--- config.mk ---
export PLATFORM = sky130hd
export DESIGN_NAME = iprb_bank
export DESIGN_NICKNAME = d
export VERILOG_FILES = /design/src/core/iprb_pkg.sv /design/src/core/iprb_bank.sv /design/src/core/iprb_reg16.sv
export SDC_FILE = /design/constraint.sdc
export NUM_CORES = 1
export LEC_CHECK = 0
export BUFFER_PORTS_ARGS = -buffer_cell sky130_fd_sc_hd__buf_2
export CAP_MARGIN = 40
export CORE_MARGIN = 4
export CORE_UTILIZATION = 50
export DETAILED_ROUTE_END_ITERATION = 16
export GPL_TIMING_DRIVEN = 0
export PLACE_DENSITY = 0.76
export SETUP_SLACK_MARGIN = 0.4
export SYNTH_ARGS = -nofsm -noshare
export SYNTH_HDL_FRONTEND = slang
export SYNTH_HIERARCHICAL = 1
export SYNTH_SLANG_ARGS = --single-unit
--- constraint.sdc ---
create_clock -name clk_in -period 2.4 [get_ports clk_in]
set_clock_uncertainty 0.2 [all_clocks]
set_input_delay 0.12 -clock clk_in [delete_from_list [all_inputs] [get_ports clk_in]]
set_output_delay 0.12 -clock clk_in [all_outputs]
set_load 0.05 [all_outputs]
--- src/core/iprb_pkg.sv ---
// Purpose: shared constants and types for the interrupt priority bank
// Assumes: 16-bit registers on a plain strobe port, word index addressing
// Notes: one field is three bits; zero disables its source
package iprb_pkg;

  localparam int unsigned IPRB_ADDR_W = 3;
  localparam int unsigned IPRB_DATA_W = 16;
  localparam int unsigned IPRB_NUM_REGS = 5;
  localparam int unsigned IPRB_NUM_SRC = 18;
  localparam int unsigned IPRB_LVL_W = 3;

  // register offsets, word index on the register port
  localparam logic [2:0] IPRB_OFF_DMA1_ADC1_UART1TX = 3'h0;
  localparam logic [2:0] IPRB_OFF_CHANGENOTIFY_I2C1 = 3'h1;
  localparam logic [2:0] IPRB_OFF_CAPTURE_ADC2_EXT1 = 3'h2;
  localparam logic [2:0] IPRB_OFF_TIMER4_COMPARE_DMA2 = 3'h3;
  localparam logic [2:0] IPRB_OFF_UART2_EXT2_TIMER5 = 3'h4;
  localparam logic [2:0] IPRB_OFF_ENABLE_LO = 3'h5;
  localparam logic [2:0] IPRB_OFF_ENABLE_HI = 3'h6;

  // implemented-bit masks for each priority register
  localparam logic [15:0] IPRB_MASK_REG3 = 16'h0777;
  localparam logic [15:0] IPRB_MASK_REG4 = 16'h7077;
  localparam logic [15:0] IPRB_MASK_FOUR = 16'h7777;
  localparam logic [15:0] IPRB_MASK_ENA_LO = 16'hffff;
  localparam logic [15:0] IPRB_MASK_ENA_HI = 16'h0003;

  // field low-bit positions
  localparam int unsigned IPRB_POS_F3 = 12;
  localparam int unsigned IPRB_POS_F2 = 8;
  localparam int unsigned IPRB_POS_F1 = 4;
  localparam int unsigned IPRB_POS_F0 = 0;

  // reset values: upper field bit set, level 4; enables reset to zero
  localparam logic [2:0] IPRB_LVL_RESET = 3'h4;
  localparam logic [2:0] IPRB_LVL_OFF = 3'h0;
  localparam logic [15:0] IPRB_RST_REG3 = 16'h0444;
  localparam logic [15:0] IPRB_RST_REG4 = 16'h4044;
  localparam logic [15:0] IPRB_RST_FOUR = 16'h4444;
  localparam logic [15:0] IPRB_RST_ENA = 16'h0000;

  typedef logic [2:0] iprb_level_t;

  // register port request
  typedef struct packed {
    logic [2:0] addr;
    logic [15:0] wdata;
    logic wr;
    logic rd;
  } iprb_req_s;

  // source index order on the level and gate vectors
  typedef enum logic [4:0] {
    IPRB_SRC_UART1_TX = 5'h00,
    IPRB_SRC_ADC1 = 5'h01,
    IPRB_SRC_DMA1 = 5'h02,
    IPRB_SRC_I2C1_SLAVE = 5'h03,
    IPRB_SRC_I2C1_MASTER = 5'h04,
    IPRB_SRC_CHANGE_NOTIFY = 5'h05,
    IPRB_SRC_EXT1 = 5'h06,
    IPRB_SRC_ADC2 = 5'h07,
    IPRB_SRC_CAPTURE7 = 5'h08,
    IPRB_SRC_CAPTURE8 = 5'h09,
    IPRB_SRC_DMA2 = 5'h0a,
    IPRB_SRC_COMPARE3 = 5'h0b,
    IPRB_SRC_COMPARE4 = 5'h0c,
    IPRB_SRC_TIMER4 = 5'h0d,
    IPRB_SRC_TIMER5 = 5'h0e,
    IPRB_SRC_EXT2 = 5'h0f,
    IPRB_SRC_UART2_RX = 5'h10,
    IPRB_SRC_UART2_TX = 5'h11
  } iprb_src_e;

endpackage

--- src/core/iprb_bank.sv ---
// Purpose: bank of five interrupt priority registers plus source enables
// Assumes: plain strobe register port, read data valid the cycle after rd
// Notes: levels and gated levels go straight to the arbitration logic
//
// Notes on behaviour
// - each field is three bits; code 111 means level seven, the highest.
// - code 001 is level one, lowest active; codes between map linearly.
// - code 000 disables the source so it never requests.
// - unimplemented bits always read back as zero.
// - reset puts every field at level four, unimplemented bits zero.
// - implemented field bits are read/write and hold until reset.
// - first register: dma1 10-8, adc1 6-4, uart1 tx 2-0.
// - second register: change notify 14-12, i2c1 master 6-4, slave 2-0.
// - third register: capture8 14-12, capture7 10-8, adc2 6-4, ext1 2-0.
// - fourth register: timer4 14-12, compare4 10-8, compare3 6-4, dma2 2-0.
// - fifth register: uart2 tx 14-12, uart2 rx 10-8, ext2 6-4, timer5 2-0.
// - four-field registers leave bits 15, 11, 7 and 3 unused.
// - a cleared per-source enable blocks the request regardless of level.
//
// The plain strobed port and the register offsets were left to the implementer.
`timescale 1ns/1ps
module iprb_bank (
  input wire logic clk_in,
  input wire logic resetn_in,
  input wire logic [2:0] addr_in,
  input wire logic [15:0] wdata_in,
  input wire logic wr_in,
  input wire logic rd_in,
  output logic [15:0] rdata_out,
  output logic [17:0] src_enable_out,
  output logic [53:0] src_level_out,
  output logic [53:0] src_gated_level_out,
  output logic [17:0] src_active_out
);

  iprb_pkg::iprb_req_s req;
  logic [15:0] reg3_val;
  logic [15:0] reg4_val;
  logic [15:0] reg5_val;
  logic [15:0] reg6_val;
  logic [15:0] reg7_val;
  logic [15:0] ena_lo_val;
  logic [15:0] ena_hi_val;
  logic [15:0] rdata_reg;
  logic [15:0] rdata_next;
  logic [15:0] read_mux;
  logic [4:0] wr_sel;
  logic wr_ena_lo;
  logic wr_ena_hi;
  logic [17:0] enable_vec;
  logic [53:0] level_vec;

  // extract a three-bit field whose low bit sits at pos
  function automatic iprb_pkg::iprb_level_t field_at(input logic [15:0] word,
                                                     input int unsigned pos);
    field_at = word[pos +: 3];
  endfunction

  // a source may request only with nonzero level and enable set
  function automatic logic level_active(input iprb_pkg::iprb_level_t lvl,
                                        input logic ena);
    level_active = ena && (lvl != iprb_pkg::IPRB_LVL_OFF);
  endfunction

  // bundle the port into one request word
  assign req.addr = addr_in;
  assign req.wdata = wdata_in;
  assign req.wr = wr_in;
  assign req.rd = rd_in;

  // write decode, one strobe per register
  assign wr_sel[0] = req.wr && (req.addr == iprb_pkg::IPRB_OFF_DMA1_ADC1_UART1TX);
  assign wr_sel[1] = req.wr && (req.addr == iprb_pkg::IPRB_OFF_CHANGENOTIFY_I2C1);
  assign wr_sel[2] = req.wr && (req.addr == iprb_pkg::IPRB_OFF_CAPTURE_ADC2_EXT1);
  assign wr_sel[3] = req.wr && (req.addr == iprb_pkg::IPRB_OFF_TIMER4_COMPARE_DMA2);
  assign wr_sel[4] = req.wr && (req.addr == iprb_pkg::IPRB_OFF_UART2_EXT2_TIMER5);
  assign wr_ena_lo = req.wr && (req.addr == iprb_pkg::IPRB_OFF_ENABLE_LO);
  assign wr_ena_hi = req.wr && (req.addr == iprb_pkg::IPRB_OFF_ENABLE_HI);

  iprb_reg16 #(
    .MASK(iprb_pkg::IPRB_MASK_REG3),
    .RESET_VALUE(iprb_pkg::IPRB_RST_REG3)
  ) u_priority_dma1_adc1_uart1tx (
    .clk_in(clk_in),
    .resetn_in(resetn_in),
    .wr_en_in(wr_sel[0]),
    .wdata_in(req.wdata),
    .value_out(reg3_val)
  );

  iprb_reg16 #(
    .MASK(iprb_pkg::IPRB_MASK_REG4),
    .RESET_VALUE(iprb_pkg::IPRB_RST_REG4)
  ) u_priority_changenotify_i2c1 (
    .clk_in(clk_in),
    .resetn_in(resetn_in),
    .wr_en_in(wr_sel[1]),
    .wdata_in(req.wdata),
    .value_out(reg4_val)
  );

  iprb_reg16 #(
    .MASK(iprb_pkg::IPRB_MASK_FOUR),
    .RESET_VALUE(iprb_pkg::IPRB_RST_FOUR)
  ) u_priority_capture_adc2_ext1 (
    .clk_in(clk_in),
    .resetn_in(resetn_in),
    .wr_en_in(wr_sel[2]),
    .wdata_in(req.wdata),
    .value_out(reg5_val)
  );

  iprb_reg16 #(
    .MASK(iprb_pkg::IPRB_MASK_FOUR),
    .RESET_VALUE(iprb_pkg::IPRB_RST_FOUR)
  ) u_priority_timer4_compare_dma2 (
    .clk_in(clk_in),
    .resetn_in(resetn_in),
    .wr_en_in(wr_sel[3]),
    .wdata_in(req.wdata),
    .value_out(reg6_val)
  );

  iprb_reg16 #(
    .MASK(iprb_pkg::IPRB_MASK_FOUR),
    .RESET_VALUE(iprb_pkg::IPRB_RST_FOUR)
  ) u_priority_uart2_ext2_timer5 (
    .clk_in(clk_in),
    .resetn_in(resetn_in),
    .wr_en_in(wr_sel[4]),
    .wdata_in(req.wdata),
    .value_out(reg7_val)
  );

  // source enables
  // enables reset cleared so nothing requests before software sets it up
  iprb_reg16 #(
    .MASK(iprb_pkg::IPRB_MASK_ENA_LO),
    .RESET_VALUE(iprb_pkg::IPRB_RST_ENA)
  ) u_enable_lo (
    .clk_in(clk_in),
    .resetn_in(resetn_in),
    .wr_en_in(wr_ena_lo),
    .wdata_in(req.wdata),
    .value_out(ena_lo_val)
  );

  iprb_reg16 #(
    .MASK(iprb_pkg::IPRB_MASK_ENA_HI),
    .RESET_VALUE(iprb_pkg::IPRB_RST_ENA)
  ) u_enable_hi (
    .clk_in(clk_in),
    .resetn_in(resetn_in),
    .wr_en_in(wr_ena_hi),
    .wdata_in(req.wdata),
    .value_out(ena_hi_val)
  );

  assign enable_vec = {ena_hi_val[1:0], ena_lo_val};

  assign read_mux =
    (req.addr == iprb_pkg::IPRB_OFF_DMA1_ADC1_UART1TX) ? reg3_val :
    (req.addr == iprb_pkg::IPRB_OFF_CHANGENOTIFY_I2C1) ? reg4_val :
    (req.addr == iprb_pkg::IPRB_OFF_CAPTURE_ADC2_EXT1) ? reg5_val :
    (req.addr == iprb_pkg::IPRB_OFF_TIMER4_COMPARE_DMA2) ? reg6_val :
    (req.addr == iprb_pkg::IPRB_OFF_UART2_EXT2_TIMER5) ? reg7_val :
    (req.addr == iprb_pkg::IPRB_OFF_ENABLE_LO) ? ena_lo_val :
    (req.addr == iprb_pkg::IPRB_OFF_ENABLE_HI) ? ena_hi_val :
    16'h0000;

  // read data holds only in the cycle after the strobe, zero otherwise
  assign rdata_next = req.rd ? read_mux : 16'h0000;

  always_ff @(posedge clk_in or negedge resetn_in) begin
    if (!resetn_in) begin
      rdata_reg <= 16'h0000;
    end else begin
      rdata_reg <= rdata_next;
    end
  end

  assign rdata_out = rdata_reg;

  // three-bit levels
  // levels pass through untouched; 111 is the top, 001 the bottom
  assign level_vec[2:0] = field_at(reg3_val, iprb_pkg::IPRB_POS_F0);
  assign level_vec[5:3] = field_at(reg3_val, iprb_pkg::IPRB_POS_F1);
  assign level_vec[8:6] = field_at(reg3_val, iprb_pkg::IPRB_POS_F2);
  assign level_vec[11:9] = field_at(reg4_val, iprb_pkg::IPRB_POS_F0);
  assign level_vec[14:12] = field_at(reg4_val, iprb_pkg::IPRB_POS_F1);
  assign level_vec[17:15] = field_at(reg4_val, iprb_pkg::IPRB_POS_F3);
  assign level_vec[20:18] = field_at(reg5_val, iprb_pkg::IPRB_POS_F0);
  assign level_vec[23:21] = field_at(reg5_val, iprb_pkg::IPRB_POS_F1);
  assign level_vec[26:24] = field_at(reg5_val, iprb_pkg::IPRB_POS_F2);
  assign level_vec[29:27] = field_at(reg5_val, iprb_pkg::IPRB_POS_F3);
  assign level_vec[32:30] = field_at(reg6_val, iprb_pkg::IPRB_POS_F0);
  assign level_vec[35:33] = field_at(reg6_val, iprb_pkg::IPRB_POS_F1);
  assign level_vec[38:36] = field_at(reg6_val, iprb_pkg::IPRB_POS_F2);
  assign level_vec[41:39] = field_at(reg6_val, iprb_pkg::IPRB_POS_F3);
  assign level_vec[44:42] = field_at(reg7_val, iprb_pkg::IPRB_POS_F0);
  assign level_vec[47:45] = field_at(reg7_val, iprb_pkg::IPRB_POS_F1);
  assign level_vec[50:48] = field_at(reg7_val, iprb_pkg::IPRB_POS_F2);
  assign level_vec[53:51] = field_at(reg7_val, iprb_pkg::IPRB_POS_F3);

  assign src_level_out = level_vec;
  assign src_enable_out = enable_vec;

  genvar gi;
  generate
    for (gi = 0; gi < 18; gi++) begin : g_src
      assign src_active_out[gi] = level_active(level_vec[gi*3 +: 3], enable_vec[gi]);
      assign src_gated_level_out[gi*3 +: 3] =
        src_active_out[gi] ? level_vec[gi*3 +: 3] : iprb_pkg::IPRB_LVL_OFF;
    end
  endgenerate

endmodule

--- src/core/iprb_reg16.sv ---
// Purpose: one 16-bit priority register with a fixed implemented-bit mask
// Assumes: single clock, asynchronous active-low reset
// Notes: unimplemented bits are constant zero, never stored
`timescale 1ns/1ps
module iprb_reg16 #(
  parameter logic [15:0] MASK = 16'hffff,
  parameter logic [15:0] RESET_VALUE = 16'h0000
) (
  input wire logic clk_in,
  input wire logic resetn_in,
  input wire logic wr_en_in,
  input wire logic [15:0] wdata_in,
  output logic [15:0] value_out
);

  logic [15:0] value_reg;
  logic [15:0] value_next;

  // a reset value on a separator bit could never be read back, and the first write drops it
  if ((RESET_VALUE & ~MASK) != 16'h0000) begin : g_bad_reset
    $error("reset value sets unimplemented bits");
  end

  // masked write
  // masking here keeps separator bits out of the fields entirely
  assign value_next = wr_en_in ? (wdata_in & MASK) : value_reg;

  always_ff @(posedge clk_in or negedge resetn_in) begin
    if (!resetn_in) begin
      value_reg <= RESET_VALUE;
    end else begin
      value_reg <= value_next;
    end
  end

  assign value_out = value_reg & MASK;

endmodule

==> reports/metrics.cfg <==
[layout]
syn_to_final_growth_pct = 30.3
fill_cells = 876
finalNetCount = 797
stdcell_area_um2 = 7490
seq_area_um2 = 2220
drive_above_1_share = 0.475
multi_input_area_um2 = 3090
antennaDiodeCount = 0

[setup_path]
r2r-start = u_priority_changenotify_i2c1/value_reg[4]
cp_slowest_cell = mux2_4
start_kind = input port
crit_type = input port to flop
end_kind = flop
reg2reg_depth = 3
max_stage_delay_ns = 0.32
crit_arrival_ns = 1.83
worst_r2r_endpoint = rdata_out[4]
crit_buf_inv = 4
path_max_fanout = 10
critPathMostFrequentCell = buf_2
required_ns = 2.43
crit_family = buffers and inverters
crit_chain = buf_2 > clkbuf_2 > buf_2 > nand2b_1 > nor2_1 > buf_6 > mux2_4
rrSetupSlack_ns = 0.85

[power]
vdd_drop_max_uv = 617
power_w = 0.00746
leakage_nw = 3.69
power_density_nw_per_um2 = 997

[drt]
vias_per_cell = 5.37
ant_nets = 0
first_iter_violations = 284
route.vias.total = 4934
routedWlPerCell_um = 19.0
first_pass_iters = 4
wl_mm = 17.5
drcViolationCount = 0

[hold_path]
holdCritPathClass = input port to asynchronous set/reset pin

[cts]
htreeDepth = 3
tritoncts = done
path_clk_slew_ns = 0.06
clkSinkCount = 88
cts_buffer_depth = 2
numCtsBuffers = 9
insertion_delay_ns = 0.35
cts-root-buf = clkbuf_16
post-cts-setup-buffer-count = 0

[placed_design]
routabilityCongestion = 0.861
dpl.hpwl_mm = 12.6
pre_cts_ws_ns = 0.151
portBuffers = 181
placed_area_um2 = 6980

[global_routing]
grtUsageTotal = 0.265
grt_pass1_wl_mm = 26.9
antenna_found_initial = 0
grt_max_degree = 49
grt_pass1_vias = 4952
grt.overflow.total = 0

[synthesis]
yosys.area.top_type = dfrtp_1
synth_area_um2 = 5740
yosys_most_used_dff = dfrtp_1
ys_ff_latch = 88
avgSynthCellArea_um2 = 10.9
ys_async_sr_fraction = 1.00
yosysMostFrequentCell = dfrtp_1
syn-instance-count = 529
synth_top_area_share = 0.305
synthTopCellsByArea = dfrtp_1 (30%), mux2_4 (15%), dfstp_2 (8.2%), and2_1 (5.9%), buf_4 (5.5%)
ys_seq_area_frac = 0.387
synth_common_cells = dfrtp_1 (70), mux2_4 (58), and2_1 (54)
synth_edf_count = 0
ys_types = 30
ys_warn_count = 6

[floorplan]
num_rows = 38
dieWidth_um = 115
io-pin-count = 183
core_um2 = 11000
initial_utilization = 0.521
die_area_um2 = 13300
die_h_um = 115

[sta]
finalMaxSlewViolations = 0
fin_crit_ns = 1.81
rsz0062_at_grt = false
setup_tns_ns = 0
fin_crit_sh = 0.753
worst_slack_ns = 0.593
slew_headroom = 0.567
max_freq_ghz = 0.553
finalHoldViolCount = 0
setup_violations = 0
worst_pin_slew_ns = 0.650

[status]
outcome = complete, no violations

[job]
drv_cap = 0

-- worst max-delay path by stage --
stage / from / end / slack [ns] / cells after the start
after floorplan: addr_in[0] / u_priority_capture_adc2_ext1/value_reg[0] / 0.77 / 6
after global placement: addr_in[0] / u_priority_timer4_compare_dma2/value_reg[5] / 0.18 / 7
after detailed placement: addr_in[0] / u_priority_timer4_compare_dma2/value_reg[4] / 0.15 / 7
after CTS: addr_in[0] / u_priority_timer4_compare_dma2/value_reg[4] / 0.48 / 7
after global routing: addr_in[0] / u_priority_timer4_compare_dma2/value_reg[13] / 0.53 / 7
final: addr_in[0] / u_priority_capture_adc2_ext1/value_reg[8] / 0.59 / 7
-- worst register-to-register path, delay by kind of cell (launching register included) --
family	cells	cell delay, ns
DFF	1	0.45
AOI/OAI and AO/OA	2	0.26
and+or+nand+nor	1	0.50
-- cell families (layout without fill, tap and decap cells) --
group | count (synthesis) | count (layout) | share of synthesized area
buffers and inverters | 75 | 291 | 0.0965
AOI/OAI and AO/OA | 110 | 110 | 0.132
muxes | 74 | 74 | 0.183
DFF | 88 | 88 | 0.387
and+or+nand+nor | 176 | 176 | 0.198
other | 6 | 40 | 0.00392
-- power breakdown --
part | switching, W | internal [W]
combinational | 0.00262 | 0.00107
sequential | 0.000431 | 0.00183
clock | 0.000572 | 0.000934
total | 0.00363 | 0.00383
-- per-stage QoR --
step | hold slack [ns] | util | instances
2_1_floorplan | -0.376 | - | 563
3_3_place_gp | 0.154 | 0.630 | 884
3_5_place_dp | -0.0641 | 0.633 | 885
4_1_cts | 0.0989 | 0.679 | 919
5_1_grt | 0.136 | 0.679 | 919
6_report | 0.0868 | 0.679 | 919
-- what timing repair did --
| action | in CTS | in global routing |
|---|---|---|
| setup endpoints to repair | 0 | 11 |
| hold endpoints to repair | 155 | 0 |
| resized for setup | 0 | 2 |
| hold buffers | 18 | 0 |
-- layout make-up --
type | instances | area share
clock inverters | 6 | 0.0110
plain buffers | 75 | 0.0742
repair buffers | 200 | 0.149
multi-input cells | 400 | 0.413
flip-flops and latches | 88 | 0.297
clock buffers | 10 | 0.0319
well taps | 140 | 0.0234
-- cell usage in the layout, fill, tap and decap left out, drive strengths merged, types with 18 or more instances in the layout --
cell,n
o31a,18
buf,247
nor2b,31
conb,40
o21ai,30
clkbuf,20
a21o,30
dlygate4sd3,18
nand2b,33
dfstp,18
mux2,72
and2,54
dfrtp,70
or3b,30
-- routing by layer --
metal	track usage	routed length, um
met5	0	0
met4	0.0900	380
met3	0.0537	1250
met2	0.457	8910
met1	0.333	6970
Power figures use the tool's default switching activity.
